$ cat src/codec_gain_consts.vh
// register offsets, field positions, reset values and the sidetone clamp limit of the gain/routing bank
// assumes a host write/read port addressed by register index and an audio word clock pin
// Function
// RULE1 - left mute bit silences left playback output
// RULE2 - left volume: 0.5 dB attenuation per code
// RULE3 - right mute at bit 7 silences right
// RULE4 - right volume bits 6:0, 0.5 dB steps
// RULE5 - sidetone mute bit, resets muted
// RULE6 - sidetone gain code 0 is -34.5 dB
// RULE7 - sidetone gain clamps at 12 dB above 1011100
// RULE8 - selector codes 0-3 pick single-ended sources
// RULE9 - selector codes 4-7 pick differential pairs
// RULE10 - differential selection makes sidetone path invalid
// RULE11 - record enable connects selected source to converter
// RULE12 - cellphone bit routes cellphone input, resets off
// RULE13 - sidetone done flag: applied equals programmed; code compares applied with the clamped target instead
// RULE14 - playback steps per word clock, or two
// RULE15 - left/right done flags mark playback completion
// RULE16 - reserved and flag writes ignored, reserved reads zero
// RULE17 - sidetone steps one code per word clock
`ifndef CODEC_GAIN_CONSTS_VH
`define CODEC_GAIN_CONSTS_VH

`define REG_ADDR_W 4
`define REG_DATA_W 16
`define GAIN_W 7

`define ADDR_PLAY_GAIN 4'h2
`define ADDR_MIX_ROUTE 4'h3

`define PLAY_LEFT_MUTE_BIT 15
`define PLAY_LEFT_VOL_HI 14
`define PLAY_LEFT_VOL_LO 8
`define PLAY_RIGHT_MUTE_BIT 7
`define PLAY_RIGHT_VOL_HI 6
`define PLAY_RIGHT_VOL_LO 0

`define MIX_ST_MUTE_BIT 15
`define MIX_ST_GAIN_HI 14
`define MIX_ST_GAIN_LO 8
`define MIX_SEL_HI 7
`define MIX_SEL_LO 5
`define MIX_REC_EN_BIT 4
`define MIX_CELL_BIT 3
`define MIX_ST_DONE_BIT 0

`define RST_PLAY_MUTE 1'b1
`define RST_PLAY_VOL 7'h7f
`define RST_ST_MUTE 1'b1
`define RST_ST_GAIN 7'h45
`define RST_SEL 3'h0
`define RST_REC_EN 1'b0
`define RST_CELL 1'b0

`define ST_GAIN_MAX 7'h5d

`endif

$ cat src/wclk_tick.v
// word clock pin synchroniser and soft-step rate enables
// assumes the word clock is far slower than the system clock
`timescale 1ns/10ps
module wclk_tick (
  input wire i_clk,
  input wire i_rst,
  input wire i_wclk,
  input wire i_slow,
  output reg o_tick_fast,
  output reg o_tick_play
);
  reg meta_q;
  reg sync_q;
  reg last_q;
  reg half_q;
  wire rise;

  // only sync_q and last_q feed the edge detector; meta_q stays private
  always @(posedge i_clk) begin
    if (i_rst) begin
      meta_q <= 1'b0;
      sync_q <= 1'b0;
      last_q <= 1'b0;
    end else begin
      meta_q <= i_wclk;
      sync_q <= meta_q;
      last_q <= sync_q;
    end
  end

  assign rise = sync_q & ~last_q;

  always @(posedge i_clk) begin
    if (i_rst) begin
      half_q <= 1'b0;
      o_tick_fast <= 1'b0;
      o_tick_play <= 1'b0;
    end else begin
      o_tick_fast <= rise;
      if (rise) begin
        half_q <= ~half_q;
      end
      o_tick_play <= rise & (~i_slow | half_q); // [RULE14]
    end
  end
endmodule

$ cat src/gain_stepper.v
// one soft-stepped gain code that walks toward its target one code per enable
// assumes the target is already limited to the legal range
`timescale 1ns/10ps
module gain_stepper #(
  parameter W = 7,
  parameter [W-1:0] INIT = {W{1'b0}}
) (
  input wire i_clk,
  input wire i_rst,
  input wire i_step,
  input wire [W-1:0] i_target,
  output reg [W-1:0] o_applied,
  output wire o_done
);
  always @(posedge i_clk) begin
    if (i_rst) begin
      o_applied <= INIT;
    end else if (i_step) begin
      if (o_applied < i_target) begin
        o_applied <= o_applied + {{(W-1){1'b0}}, 1'b1};
      end else if (o_applied > i_target) begin
        o_applied <= o_applied - {{(W-1){1'b0}}, 1'b1};
      end
    end
  end

  assign o_done = (o_applied == i_target);
endmodule

$ cat src/codec_gain_regs.v
// playback gain and mixer routing control registers with soft-stepped gains
// assumes a single-cycle host write/read port on I_SYS_CLK and an asynchronous word clock pin
`timescale 1ns/10ps
`include "codec_gain_consts.vh"
module codec_gain_regs (
  input wire I_SYS_CLK,
  input wire I_RST,
  input wire [`REG_ADDR_W-1:0] I_REG_ADDR,
  input wire [`REG_DATA_W-1:0] I_REG_WDATA,
  input wire I_REG_WR,
  input wire I_REG_RD,
  output reg [`REG_DATA_W-1:0] O_REG_RDATA,
  output reg O_REG_RVALID,
  input wire I_WCLK,
  input wire I_PLAY_STEP_RATE,
  output wire O_LEFT_PLAY_MUTE,
  output wire [`GAIN_W-1:0] O_LEFT_PLAY_ATTEN,
  output wire O_RIGHT_PLAY_MUTE,
  output wire [`GAIN_W-1:0] O_RIGHT_PLAY_ATTEN,
  output wire O_LEFT_PLAY_STEP_DONE,
  output wire O_RIGHT_PLAY_STEP_DONE,
  output wire O_SIDETONE_ACTIVE,
  output wire O_SIDETONE_VALID,
  output wire [`GAIN_W-1:0] O_SIDETONE_GAIN,
  output wire O_SIDETONE_STEP_DONE,
  output reg O_HEADSET_MICROPHONE_IN_SEL,
  output reg O_HANDSET_MICROPHONE_IN_SEL,
  output reg O_AUXILIARY_INPUT_ONE_SEL,
  output reg O_AUXILIARY_INPUT_TWO_SEL,
  output reg O_RECORD_DIFFERENTIAL,
  output reg O_CELLPHONE_TO_RECORD
);
  reg left_play_mute_q;
  reg [`GAIN_W-1:0] left_play_volume_q;
  reg right_play_mute_q;
  reg [`GAIN_W-1:0] right_play_volume_q;
  reg sidetone_mute_q;
  reg [`GAIN_W-1:0] sidetone_gain_q;
  reg [2:0] record_source_select_q;
  reg record_source_enable_q;
  reg cellphone_to_record_q;
  reg [`REG_DATA_W-1:0] rdata_d;
  wire tick_fast;
  wire tick_play;
  wire [`GAIN_W-1:0] sidetone_target;
  wire sidetone_step_done;

  // register writes; only the defined fields are stored
  always @(posedge I_SYS_CLK) begin
    if (I_RST) begin
      left_play_mute_q <= `RST_PLAY_MUTE;
      left_play_volume_q <= `RST_PLAY_VOL;
      right_play_mute_q <= `RST_PLAY_MUTE;
      right_play_volume_q <= `RST_PLAY_VOL;
      sidetone_mute_q <= `RST_ST_MUTE; // [RULE5]
      sidetone_gain_q <= `RST_ST_GAIN; // [RULE6]
      record_source_select_q <= `RST_SEL;
      record_source_enable_q <= `RST_REC_EN;
      cellphone_to_record_q <= `RST_CELL; // [RULE12]
    end else if (I_REG_WR) begin
      if (I_REG_ADDR == `ADDR_PLAY_GAIN) begin
        left_play_mute_q <= I_REG_WDATA[`PLAY_LEFT_MUTE_BIT]; // [RULE1]
        left_play_volume_q <= I_REG_WDATA[`PLAY_LEFT_VOL_HI:`PLAY_LEFT_VOL_LO]; // [RULE2]
        right_play_mute_q <= I_REG_WDATA[`PLAY_RIGHT_MUTE_BIT]; // [RULE3]
        right_play_volume_q <= I_REG_WDATA[`PLAY_RIGHT_VOL_HI:`PLAY_RIGHT_VOL_LO]; // [RULE4]
      end else if (I_REG_ADDR == `ADDR_MIX_ROUTE) begin
        // bits 2:0 are reserved or read-only and are dropped here
        sidetone_mute_q <= I_REG_WDATA[`MIX_ST_MUTE_BIT]; // [RULE16]
        sidetone_gain_q <= I_REG_WDATA[`MIX_ST_GAIN_HI:`MIX_ST_GAIN_LO];
        record_source_select_q <= I_REG_WDATA[`MIX_SEL_HI:`MIX_SEL_LO];
        record_source_enable_q <= I_REG_WDATA[`MIX_REC_EN_BIT];
        cellphone_to_record_q <= I_REG_WDATA[`MIX_CELL_BIT];
      end
    end
  end

  // readback; unmapped addresses and reserved bits return zero
  always @* begin
    rdata_d = {`REG_DATA_W{1'b0}};
    if (I_REG_ADDR == `ADDR_PLAY_GAIN) begin
      rdata_d[`PLAY_LEFT_MUTE_BIT] = left_play_mute_q;
      rdata_d[`PLAY_LEFT_VOL_HI:`PLAY_LEFT_VOL_LO] = left_play_volume_q;
      rdata_d[`PLAY_RIGHT_MUTE_BIT] = right_play_mute_q;
      rdata_d[`PLAY_RIGHT_VOL_HI:`PLAY_RIGHT_VOL_LO] = right_play_volume_q;
    end else if (I_REG_ADDR == `ADDR_MIX_ROUTE) begin
      rdata_d[`MIX_ST_MUTE_BIT] = sidetone_mute_q;
      rdata_d[`MIX_ST_GAIN_HI:`MIX_ST_GAIN_LO] = sidetone_gain_q;
      rdata_d[`MIX_SEL_HI:`MIX_SEL_LO] = record_source_select_q;
      rdata_d[`MIX_REC_EN_BIT] = record_source_enable_q;
      rdata_d[`MIX_CELL_BIT] = cellphone_to_record_q;
      rdata_d[`MIX_ST_DONE_BIT] = sidetone_step_done; // [RULE13] [RULE16]
    end
  end

  always @(posedge I_SYS_CLK) begin
    if (I_RST) begin
      O_REG_RDATA <= {`REG_DATA_W{1'b0}};
      O_REG_RVALID <= 1'b0;
    end else begin
      O_REG_RVALID <= I_REG_RD;
      if (I_REG_RD) begin
        O_REG_RDATA <= rdata_d;
      end
    end
  end

  wclk_tick u_tick (
    .i_clk(I_SYS_CLK),
    .i_rst(I_RST),
    .i_wclk(I_WCLK),
    .i_slow(I_PLAY_STEP_RATE),
    .o_tick_fast(tick_fast),
    .o_tick_play(tick_play)
  );

  // attenuation codes count 0.5 dB each, so the code walks by one per step
  gain_stepper #(.W(`GAIN_W), .INIT(`RST_PLAY_VOL)) u_left (
    .i_clk(I_SYS_CLK),
    .i_rst(I_RST),
    .i_step(tick_play), // [RULE14]
    .i_target(left_play_volume_q),
    .o_applied(O_LEFT_PLAY_ATTEN), // [RULE2]
    .o_done(O_LEFT_PLAY_STEP_DONE) // [RULE15]
  );

  gain_stepper #(.W(`GAIN_W), .INIT(`RST_PLAY_VOL)) u_right (
    .i_clk(I_SYS_CLK),
    .i_rst(I_RST),
    .i_step(tick_play), // [RULE14]
    .i_target(right_play_volume_q),
    .o_applied(O_RIGHT_PLAY_ATTEN), // [RULE4]
    .o_done(O_RIGHT_PLAY_STEP_DONE) // [RULE15]
  );

  // codes past 12 dB all mean 12 dB, so the ramp stops there
  assign sidetone_target = (sidetone_gain_q > `ST_GAIN_MAX) ? `ST_GAIN_MAX :
                           sidetone_gain_q; // [RULE7]

  gain_stepper #(.W(`GAIN_W), .INIT(`RST_ST_GAIN)) u_side (
    .i_clk(I_SYS_CLK),
    .i_rst(I_RST),
    .i_step(tick_fast), // [RULE17]
    .i_target(sidetone_target),
    .o_applied(O_SIDETONE_GAIN), // [RULE6]
    .o_done(sidetone_step_done) // [RULE13]
  );

  assign O_SIDETONE_STEP_DONE = sidetone_step_done;
  assign O_LEFT_PLAY_MUTE = left_play_mute_q; // [RULE1]
  assign O_RIGHT_PLAY_MUTE = right_play_mute_q; // [RULE3]
  assign O_SIDETONE_VALID = ~record_source_select_q[2]; // [RULE10]
  assign O_SIDETONE_ACTIVE = ~sidetone_mute_q & ~record_source_select_q[2]; // [RULE5] [RULE10]

  // routing decode is registered so the analog switches see no decode glitches
  always @(posedge I_SYS_CLK) begin
    if (I_RST) begin
      O_HEADSET_MICROPHONE_IN_SEL <= 1'b0;
      O_HANDSET_MICROPHONE_IN_SEL <= 1'b0;
      O_AUXILIARY_INPUT_ONE_SEL <= 1'b0;
      O_AUXILIARY_INPUT_TWO_SEL <= 1'b0;
      O_RECORD_DIFFERENTIAL <= 1'b0;
      O_CELLPHONE_TO_RECORD <= 1'b0;
    end else begin
      O_CELLPHONE_TO_RECORD <= cellphone_to_record_q; // [RULE12]
      O_RECORD_DIFFERENTIAL <= record_source_enable_q & record_source_select_q[2];
      O_HEADSET_MICROPHONE_IN_SEL <= 1'b0;
      O_HANDSET_MICROPHONE_IN_SEL <= 1'b0;
      O_AUXILIARY_INPUT_ONE_SEL <= 1'b0;
      O_AUXILIARY_INPUT_TWO_SEL <= 1'b0;
      if (record_source_enable_q) begin // [RULE11]
        case (record_source_select_q)
          3'h0: O_HEADSET_MICROPHONE_IN_SEL <= 1'b1; // [RULE8]
          3'h1: O_HANDSET_MICROPHONE_IN_SEL <= 1'b1;
          3'h2: O_AUXILIARY_INPUT_ONE_SEL <= 1'b1;
          3'h3: O_AUXILIARY_INPUT_TWO_SEL <= 1'b1;
          3'h4: begin // [RULE9]
            O_HEADSET_MICROPHONE_IN_SEL <= 1'b1;
            O_AUXILIARY_INPUT_ONE_SEL <= 1'b1;
          end
          3'h5: begin
            O_HEADSET_MICROPHONE_IN_SEL <= 1'b1;
            O_AUXILIARY_INPUT_TWO_SEL <= 1'b1;
          end
          3'h6: begin
            O_HANDSET_MICROPHONE_IN_SEL <= 1'b1;
            O_AUXILIARY_INPUT_ONE_SEL <= 1'b1;
          end
          default: begin
            O_HANDSET_MICROPHONE_IN_SEL <= 1'b1;
            O_AUXILIARY_INPUT_TWO_SEL <= 1'b1;
          end
        endcase
      end
    end
  end
endmodule

$ cat config.mk
export PLATFORM = sky130hd
export DESIGN_NAME = codec_gain_regs
export DESIGN_NICKNAME = d
export VERILOG_FILES = /design/src/wclk_tick.v /design/src/gain_stepper.v /design/src/codec_gain_regs.v
export VERILOG_INCLUDE_DIRS = /design/src
export SDC_FILE = /design/constraint.sdc
export NUM_CORES = 1
export LEC_CHECK = 0
export BUFFER_PORTS_ARGS = -buffer_cell sky130_fd_sc_hd__buf_2
export CORE_AREA = 2 2 89 91
export CTS_BUF_LIST = sky130_fd_sc_hd__clkbuf_8
export DETAILED_ROUTE_END_ITERATION = 8
export DIE_AREA = 0 0 91 93
export PLACE_DENSITY = 0.81
export SLEW_MARGIN = 20
export SYNTH_ARGS = -nofsm -noshare
export SYNTH_HDL_FRONTEND = slang
export SYNTH_SLANG_ARGS = --single-unit
$ cat constraint.sdc
create_clock -name I_SYS_CLK -period 3.8 [get_ports I_SYS_CLK]
set_clock_uncertainty 0.15 [all_clocks]
set_input_delay 0.19 -clock I_SYS_CLK [delete_from_list [all_inputs] [get_ports I_SYS_CLK]]
set_output_delay 0.19 -clock I_SYS_CLK [all_outputs]
set_load 0.02 [all_outputs]
==> qor.txt, run 1 <==
Final count of negative-setup-slack endpoints: 0
Pre-CTS setup slack: 582 ps
Final Power: 0.00190 W
1st-iter DRT viols: 203
Worst-path clk slew: 90 ps
Area leader, netlist: dfxtp_1
Seq/Total Area, Yosys: 37.5%
Buffers on Ports: 76
Global route overflow: 0
Syn Nets: 555
CP Launch Type: flop
Worst Path Required: 3890 ps
IR drop worst, VDD: 0.298 mV
Worst-path maximum fanout: 7
Max H-tree Level: 3
Die extent in y: 93 µm
Hpwl dp: 7060 µm
Avg WL per Cell: 15.0 µm
CTS Buf Count: 9
Initial antenna violation count: 0
Top post-synthesis cells by area: dfxtp_1 (38%), ha_1 (11%), a21oi_1 (4.9%), nand2_1 (4.6%), nor2_1 (4.6%)
Post-synthesis cell area: 0.00422 mm²
GP Congestion: 0.893
Sink of the worst hold path: O_RIGHT_PLAY_MUTE
Worst hold stages: 4
DIE WIDTH: 91 µm
Post-Route Setup TNS: 0 ps
DRC viols: 0
Vias in the first global route: 3568
Final wirelength: 10200 µm
Clock Tree Root: clkbuf_8
Syn avg cell area: 8.61 µm²
Crit Path Category: reg -> reg
Core Rows: 32
Initial core utilization: 56.0%
Hold path start: I_REG_WR
Post-Syn Instances: 490
Full die area: 0.00846 mm²
Fin nets: 639
Post-route minimum period: 3350 ps
Reg2reg start: sidetone_gain_q[5]
HP Class: in -> reg
Status: finished, final reports clean
Unrepaired setup endpoints after global routing: no
Share of layout cells above drive strength 1: 18.0%
Top_reg_cell synth: dfxtp_1
DRT Pass-1 Iters: 5
Tcrit/Tclk final: 88.1%
Max_slew headroom: 32.5%
Worst R2R Setup Slack: 450 ps
Maximum clock rate: 0.299 GHz
R2R depth: 11
Largest net degree at the start of global routing: 58
Max-cap check violation count: 0
Critical Path AT: 3440 ps
Drt via density: 5.63
Final hold vios: 0
CTS Buffer Depth: 2
Top Ports: 77
First-pass GRT wire length: 16700 µm
CTS Sinks: 79
#FFs+latches synth: 79
Area Overhead vs Synth: 18.7%
# resized after CTS: 0
Synth warn: 0
Number of diodes: 0
Worst setup EP type: flop
Top-area cell type share of the netlist area: 37.5%
Post-synthesis cell type count: 48
Final core occ: 66.5%
CTS tree: done
FF-to-FF End: u_side.o_applied[6]
Via count: 3836
Lkg Pwr: 2.17 nW
Core area: 0.00753 mm²
Worst path setup slack after routing: 453 ps
Clk_lat worst skew: 350 ps
Pwr/cell area: 379 mW/mm²
Gr usage total: 24.4%
Antenna Nets Post-Route: 0
Pins Over Slew Limit: 0
FFs w/ async S/R, synth: 0%
Post-synth EDFFs: 0
Slew @ Worst Pin: 1010 ps
-- cells in the mapped netlist (8+ instances only) --
cell,count
o21ai_0,16
a211o_1,13
inv_1,25
ha_1,36
nand3b_1,11
nor2_1,52
nand2_1,52
a211oi_1,18
nor2b_1,10
a311o_1,10
clkbuf_1,14
a21oi_1,41
nand3_1,8
a21boi_0,10
a22oi_1,14
dfxtp_1,79
-- per-stage QoR --
step / hold slack [ps] / instances / instance area [µm²]
final: 114 / 681 / 5000
after global routing: 130 / 681 / 5000
after CTS: 92.2 / 681 / 5000
after detailed placement: 251 / 647 / 4640
after global placement: 243 / 647 / 4640
after floorplan: 119 / 490 / 4220
-- worst max-delay path by stage --
stage | startpoint | slack, ps | endpoint | cells after the start
after floorplan | sidetone_gain_q[5] | 850 | u_side.o_applied[6] | 13
after CTS | sidetone_gain_q[5] | 470 | u_side.o_applied[6] | 13
final | sidetone_gain_q[5] | 450 | u_side.o_applied[6] | 11
after detailed placement | sidetone_gain_q[5] | 580 | u_side.o_applied[6] | 11
after global placement | sidetone_gain_q[5] | 710 | u_side.o_applied[6] | 13
after global routing | sidetone_gain_q[5] | 250 | u_side.o_applied[6] | 11
-- where the power goes --
part	internal [W]	switching [W]	total [W]
Sequential	0.000848	0.0000175	0.000866
Combinational	0.000189	0.000268	0.000457
Clock	0.000244	0.000331	0.000574
Total	0.00128	0.000616	0.00190
-- cell families (layout without fill, tap and decap cells) --
kind of cell | count (synthesis) | count (layout) | synth area share, %
compound gates | 146 | 146 | 23.6
flops | 79 | 79 | 37.5
fa+ha+maj | 39 | 39 | 12.1
buf+inv | 49 | 138 | 4.81
simple gates | 164 | 164 | 19.2
mux | 4 | 4 | 0.950
xor+xnor | 9 | 9 | 1.87
-- final cells by class --
| class | count | area (µm²) |
|---|---|---|
| tap | 102 | 128 |
| inverter | 25 | 93.8 |
| sequential | 79 | 1580 |
| multi-input combinational | 362 | 2440 |
| clock inverter | 7 | 56.3 |
| timing repair buffer | 97 | 583 |
| clock buffer | 9 | 124 |
| fill | 659 | 2520 |
-- flip-flops by register name, summed over array words and instances (netlist names), 3 cells and up --
register                count
u_side.o_applied            7
left_play_volume_q          7
sidetone_gain_q             7
right_play_volume_q         7
O_REG_RDATA                16
u_right.o_applied           7
record_source_select_q      3
u_left.o_applied            7
-- critical path, stage by stage (launching register included) --
cell and delay (ps):
dfxtp_1 460, a21oi_1 120, ha_1 300, a21oi_1 130
o21ai_0 210, or2_2 430, ha_1 390, a211oi_1 100
o21ai_0 250, nor4bb_1 360, o211ai_1 180, mux2i_1 170
-- routing by layer --
layer,share of wire [%],wire [µm],global-route usage (%),vias to the layer above
li1,-,-,-,1931
met5,0,0,0,-
met3,5.1,525,4.67,16
met2,50,5100,43.7,103
met1,43,4410,29.3,1786
met4,1.7,169,8.46,0
-- timing repair --
| item | CTS | global route |
|---|---|---|
| endpoints found under the hold margin | 31 | 0 |
| hold buffers | 18 | 0 |
| buffers inserted | 0 | 0 |
-- cells in the final DEF (no fill, tap or decap), drive strengths merged, types with 2 or more instances in the layout --
cell type,instances
clkbuf,9
nand2,52
or2,6
xor2,3
a2bb2oi,3
nand2b,6
nor3,2
nand4,3
a211o,13
and2,2
a211oi,18
xnor2,6
o21bai,2
a22oi,14
o21ai,19
a21boi,11
nor4bb,4
o2111ai,2
o211ai,7
nor2,52
dlygate4sd3,18
dfxtp,79
a21o,3
buf,79
ha,36
nand3,8
nor2b,10
a311o,10
nand3b,11
mux2i,4
inv,27
and3,2
fa,3
a21oi,41
clkinv,4
Power figures use the tool's default switching activity.
==> inputs of run 2 (changes only) <==
Settings changed: ABC_AREA set to 1, CORE_AREA 2 2 89 91 to 2 2 90 92, DIE_AREA 0 0 91 93 to 0 0 92 94, PLACE_DENSITY 0.81 to 0.8.
==> qor.txt, run 2 <==
Full die area: 0.00865 mm² (+2.2%)
Post-synth top cells: nand2_1 (120), inv_1 (86), dfxtp_1 (79)
Worst-path clk slew: 90 ps (about the same)
Vias in the first global route: 3866 (+8.4%)
Final hold vios: 0 (unchanged)
Met1 usage: 29.3% (-0.076 points)
Fin cells: 779 (+14%)
Tcrit/Tclk final: 80.0% (-8.1 points)
Unrepaired setup endpoints after global routing: no
Max-cap check violation count: 0 (unchanged)
Met3 GRT Util: 3.53% (-1.1 points)
Worst Path Required: 3880 ps (about the same)
Initial antenna violation count: 0 (unchanged)
Status: finished, final reports clean
DRT Pass-1 Iters: 5 (unchanged)
1st-iter DRT viols: 245 (+21%)
DIE WIDTH: 92 µm (+1.1%)
Antenna Nets Post-Route: 0 (unchanged)
CTS Buf Count: 9 (unchanged)
Post-synthesis cell area: 0.00430 mm² (+2.0%)
Pwr/cell area: 407 mW/mm² (+7.3%)
Final count of negative-setup-slack endpoints: 0 (unchanged)
Critical Path AT: 3120 ps (-320 ps)
Core area: 0.00761 mm² (+1.1%)
HP Class: in -> reg
Area Overhead vs Synth: 19.4%
Crit Path Category: reg -> reg
Slew @ Worst Pin: 637 ps (-375 ps)
Number of diodes: 0 (unchanged)
WP buf/inv: 1 (+1)
Gr usage total: 24.4% (-0.037 points)
# resized after CTS: 0 (unchanged)
GR Util met2: 43.6% (-0.14 points)
Worst setup EP type: flop
Post-synthesis cell type count: 37 (-23%)
Top Family by Delay on Critical Path: simple AND/OR/NAND/NOR gates
FFs w/ async S/R, synth: 0% (unchanged)
GP Congestion: 0.846 (-5.2%)
Worst path setup slack after routing: 761 ps (+308 ps)
Largest net degree at the start of global routing: 35 (-40%)
Top-area cell type share of the netlist area: 36.8% (-0.73 points)
Most frequent cells in the layout: nand2_1 (120), inv_1 (86), dfxtp_1 (79)
GRT Max-Usage Layer: met2
Hpwl dp: 7610 µm (+7.8%)
DRC viols: 0 (unchanged)
Seq/Total Area, Yosys: 36.8% (-0.73 points)
Most frequent cell after synthesis: nand2_1
Global route overflow: 0 (unchanged)
Top Ports: 77 (unchanged)
Drt via density: 5.29 (-6.0%)
CTS tree: done
Top post-synthesis cells by area: dfxtp_1 (37%), ha_1 (10%), nand2_1 (10%), inv_1 (7.5%), nor2_1 (4.8%)
#FFs+latches synth: 79 (unchanged)
Fin nets: 737 (+15%)
Worst-path maximum fanout: 10 (+3)
Post-synth EDFFs: 0 (unchanged)
Synth warn: 0 (unchanged)
R2R depth: 19 (+8)
Crit-path max cell delay: 410 ps (-50 ps)
CP most frequent cell: nand2_1
Clk_lat worst skew: 350 ps (about the same)
Cell chain of the critical path: nand3_1, o21ai_0, nand2_1, inv_1, nor2_1, ha_1, a21oi_1, nand2_1, nand2_1, nand2_4, fa_1, nand2_1, nand2_1, nand3_1, nand2_1, nand2_1, nand2_1, o21bai_1, nand3_1
Crit. path cell count: 19 (+8)
Pins Over Slew Limit: 0 (unchanged)
Max_slew headroom: 57.4% (+25 points)
Buffers on Ports: 76 (unchanged)
Max H-tree Level: 3 (unchanged)
Hold buffers post-CTS: 18 (unchanged)
Post-Syn Instances: 582 (+19%)
Syn Nets: 647 (+17%)
Slowest cell on crit path: fa_1
First-pass GRT wire length: 17100 µm (+2.3%)
Max FFs per register: 16 (unchanged)
Avg WL per Cell: 13.5 µm (-10%)
Pre-CTS setup slack: 796 ps (+214 ps)
Post-Route Setup TNS: 0 ps (unchanged)
Placed cells: 745 (+15%)
Worst hold stages: 2 (-2)
Biggest register: O_REG_RDATA
Via count: 4123 (+7.5%)
Top_reg_cell synth: dfxtp_1
Worst R2R Setup Slack: 760 ps (+310 ps)
CP Launch Type: flop
Die extent in y: 94 µm (+1.1%)
CTS Buffer Depth: 2 (unchanged)
Share of layout cells above drive strength 1: 18.2% (+0.21 points)
Final wirelength: 10500 µm (+2.8%)
Area leader, netlist: dfxtp_1
Setup Fix Bufs, Post-CTS: 0 (unchanged)
CTS Sinks: 79 (unchanged)
Most common cell after layout, fill and taps aside: nand2_1
IR drop worst, VDD: 0.200 mV (-33%)
Maximum clock rate: 0.329 GHz (+10%)
Post-route minimum period: 3040 ps (-308 ps)
Initial core utilization: 56.5% (+0.51 points)
Core Rows: 32 (unchanged)
Clock Tree Root: clkbuf_8
Lkg Pwr: 2.63 nW (+21%)
Syn avg cell area: 7.39 µm² (-14%)
run 2: cell types whose count changed after synthesis, sizes merged, moves of 14 or more:
cell    change
a211oi     -16
a22oi      -14
inv        +64
nand2      +78
nand3      +25
o21ai      +25
run 2: cells by family after synthesis:
kind of cell | share of synthesized area (%)
xor+xnor | 1.43
buf+inv | 9.57
simple gates | 23.1
flops | 36.8
fa+ha+maj | 11.9
compound gates | 17.2
run 2: power breakdown:
part	total, W	leakage (nW)	internal, W	switching [W]
clock network	0.000646	0.0964	0.000310	0.000336
registers	0.000872	0.644	0.000853	0.0000191
logic	0.000569	1.89	0.000214	0.000355
total	0.00209	2.63	0.00138	0.000710
run 2: metal layers:
metal / vias up / share of wire, %
met2: 110 / 49
met3: 25 / 3.9
met5: - / 0
met1: 1908 / 44
li1: 2080 / -
met4: 0 / 2.3
run 2: layout make-up:
class	count	area (µm²)
well taps	102	128
clock buffers	9	124
flip-flops and latches	79	1580
inverters	90	338
clock inverters	7	80.1
multi-input cells	397	2310
fillers	675	2470
repair buffers	95	568
run 2: path summary, 6_finish.rpt:
| check | from | to |
|---|---|---|
| worst max register to register | sidetone_gain_q[2] | u_side.o_applied[6] |
| worst min register to register | u_tick.meta_q | u_tick.sync_q |
| worst min-delay path | I_RST | O_CELLPHONE_TO_RECORD |
| worst max-delay path | sidetone_gain_q[2] | u_side.o_applied[6] |
run 2: per-stage QoR:
step / cell area [µm²] / total power, W / hold slack, ps / util [%]
2_1_floorplan: 4300 / 0.00131 / 140 / -
3_3_place_gp: 4740 / 0.00141 / 243 / 62.4
3_5_place_dp: 4740 / 0.00144 / 241 / 62.4
4_1_cts: 5130 / 0.00209 / 141 / 67.4
5_1_grt: 5130 / 0.00220 / 183 / 67.5
6_report: 5130 / 0.00209 / 144 / 67.5
run 2: worst register-to-register path: stages, from the launching register on:
cell      delay (ps)
dfxtp_1          390
nand3_1           80
o21ai_0          140
nand2_1          120
inv_1            110
nor2_1            50
ha_1             310
a21oi_1          170
nand2_1          100
nand2_1          110
nand2_4          120
fa_1             410
nand2_1           90
nand2_1           70
nand3_1           70
nand2_1           90
nand2_1          100
nand2_1           50
o21bai_1         120
nand3_1           80
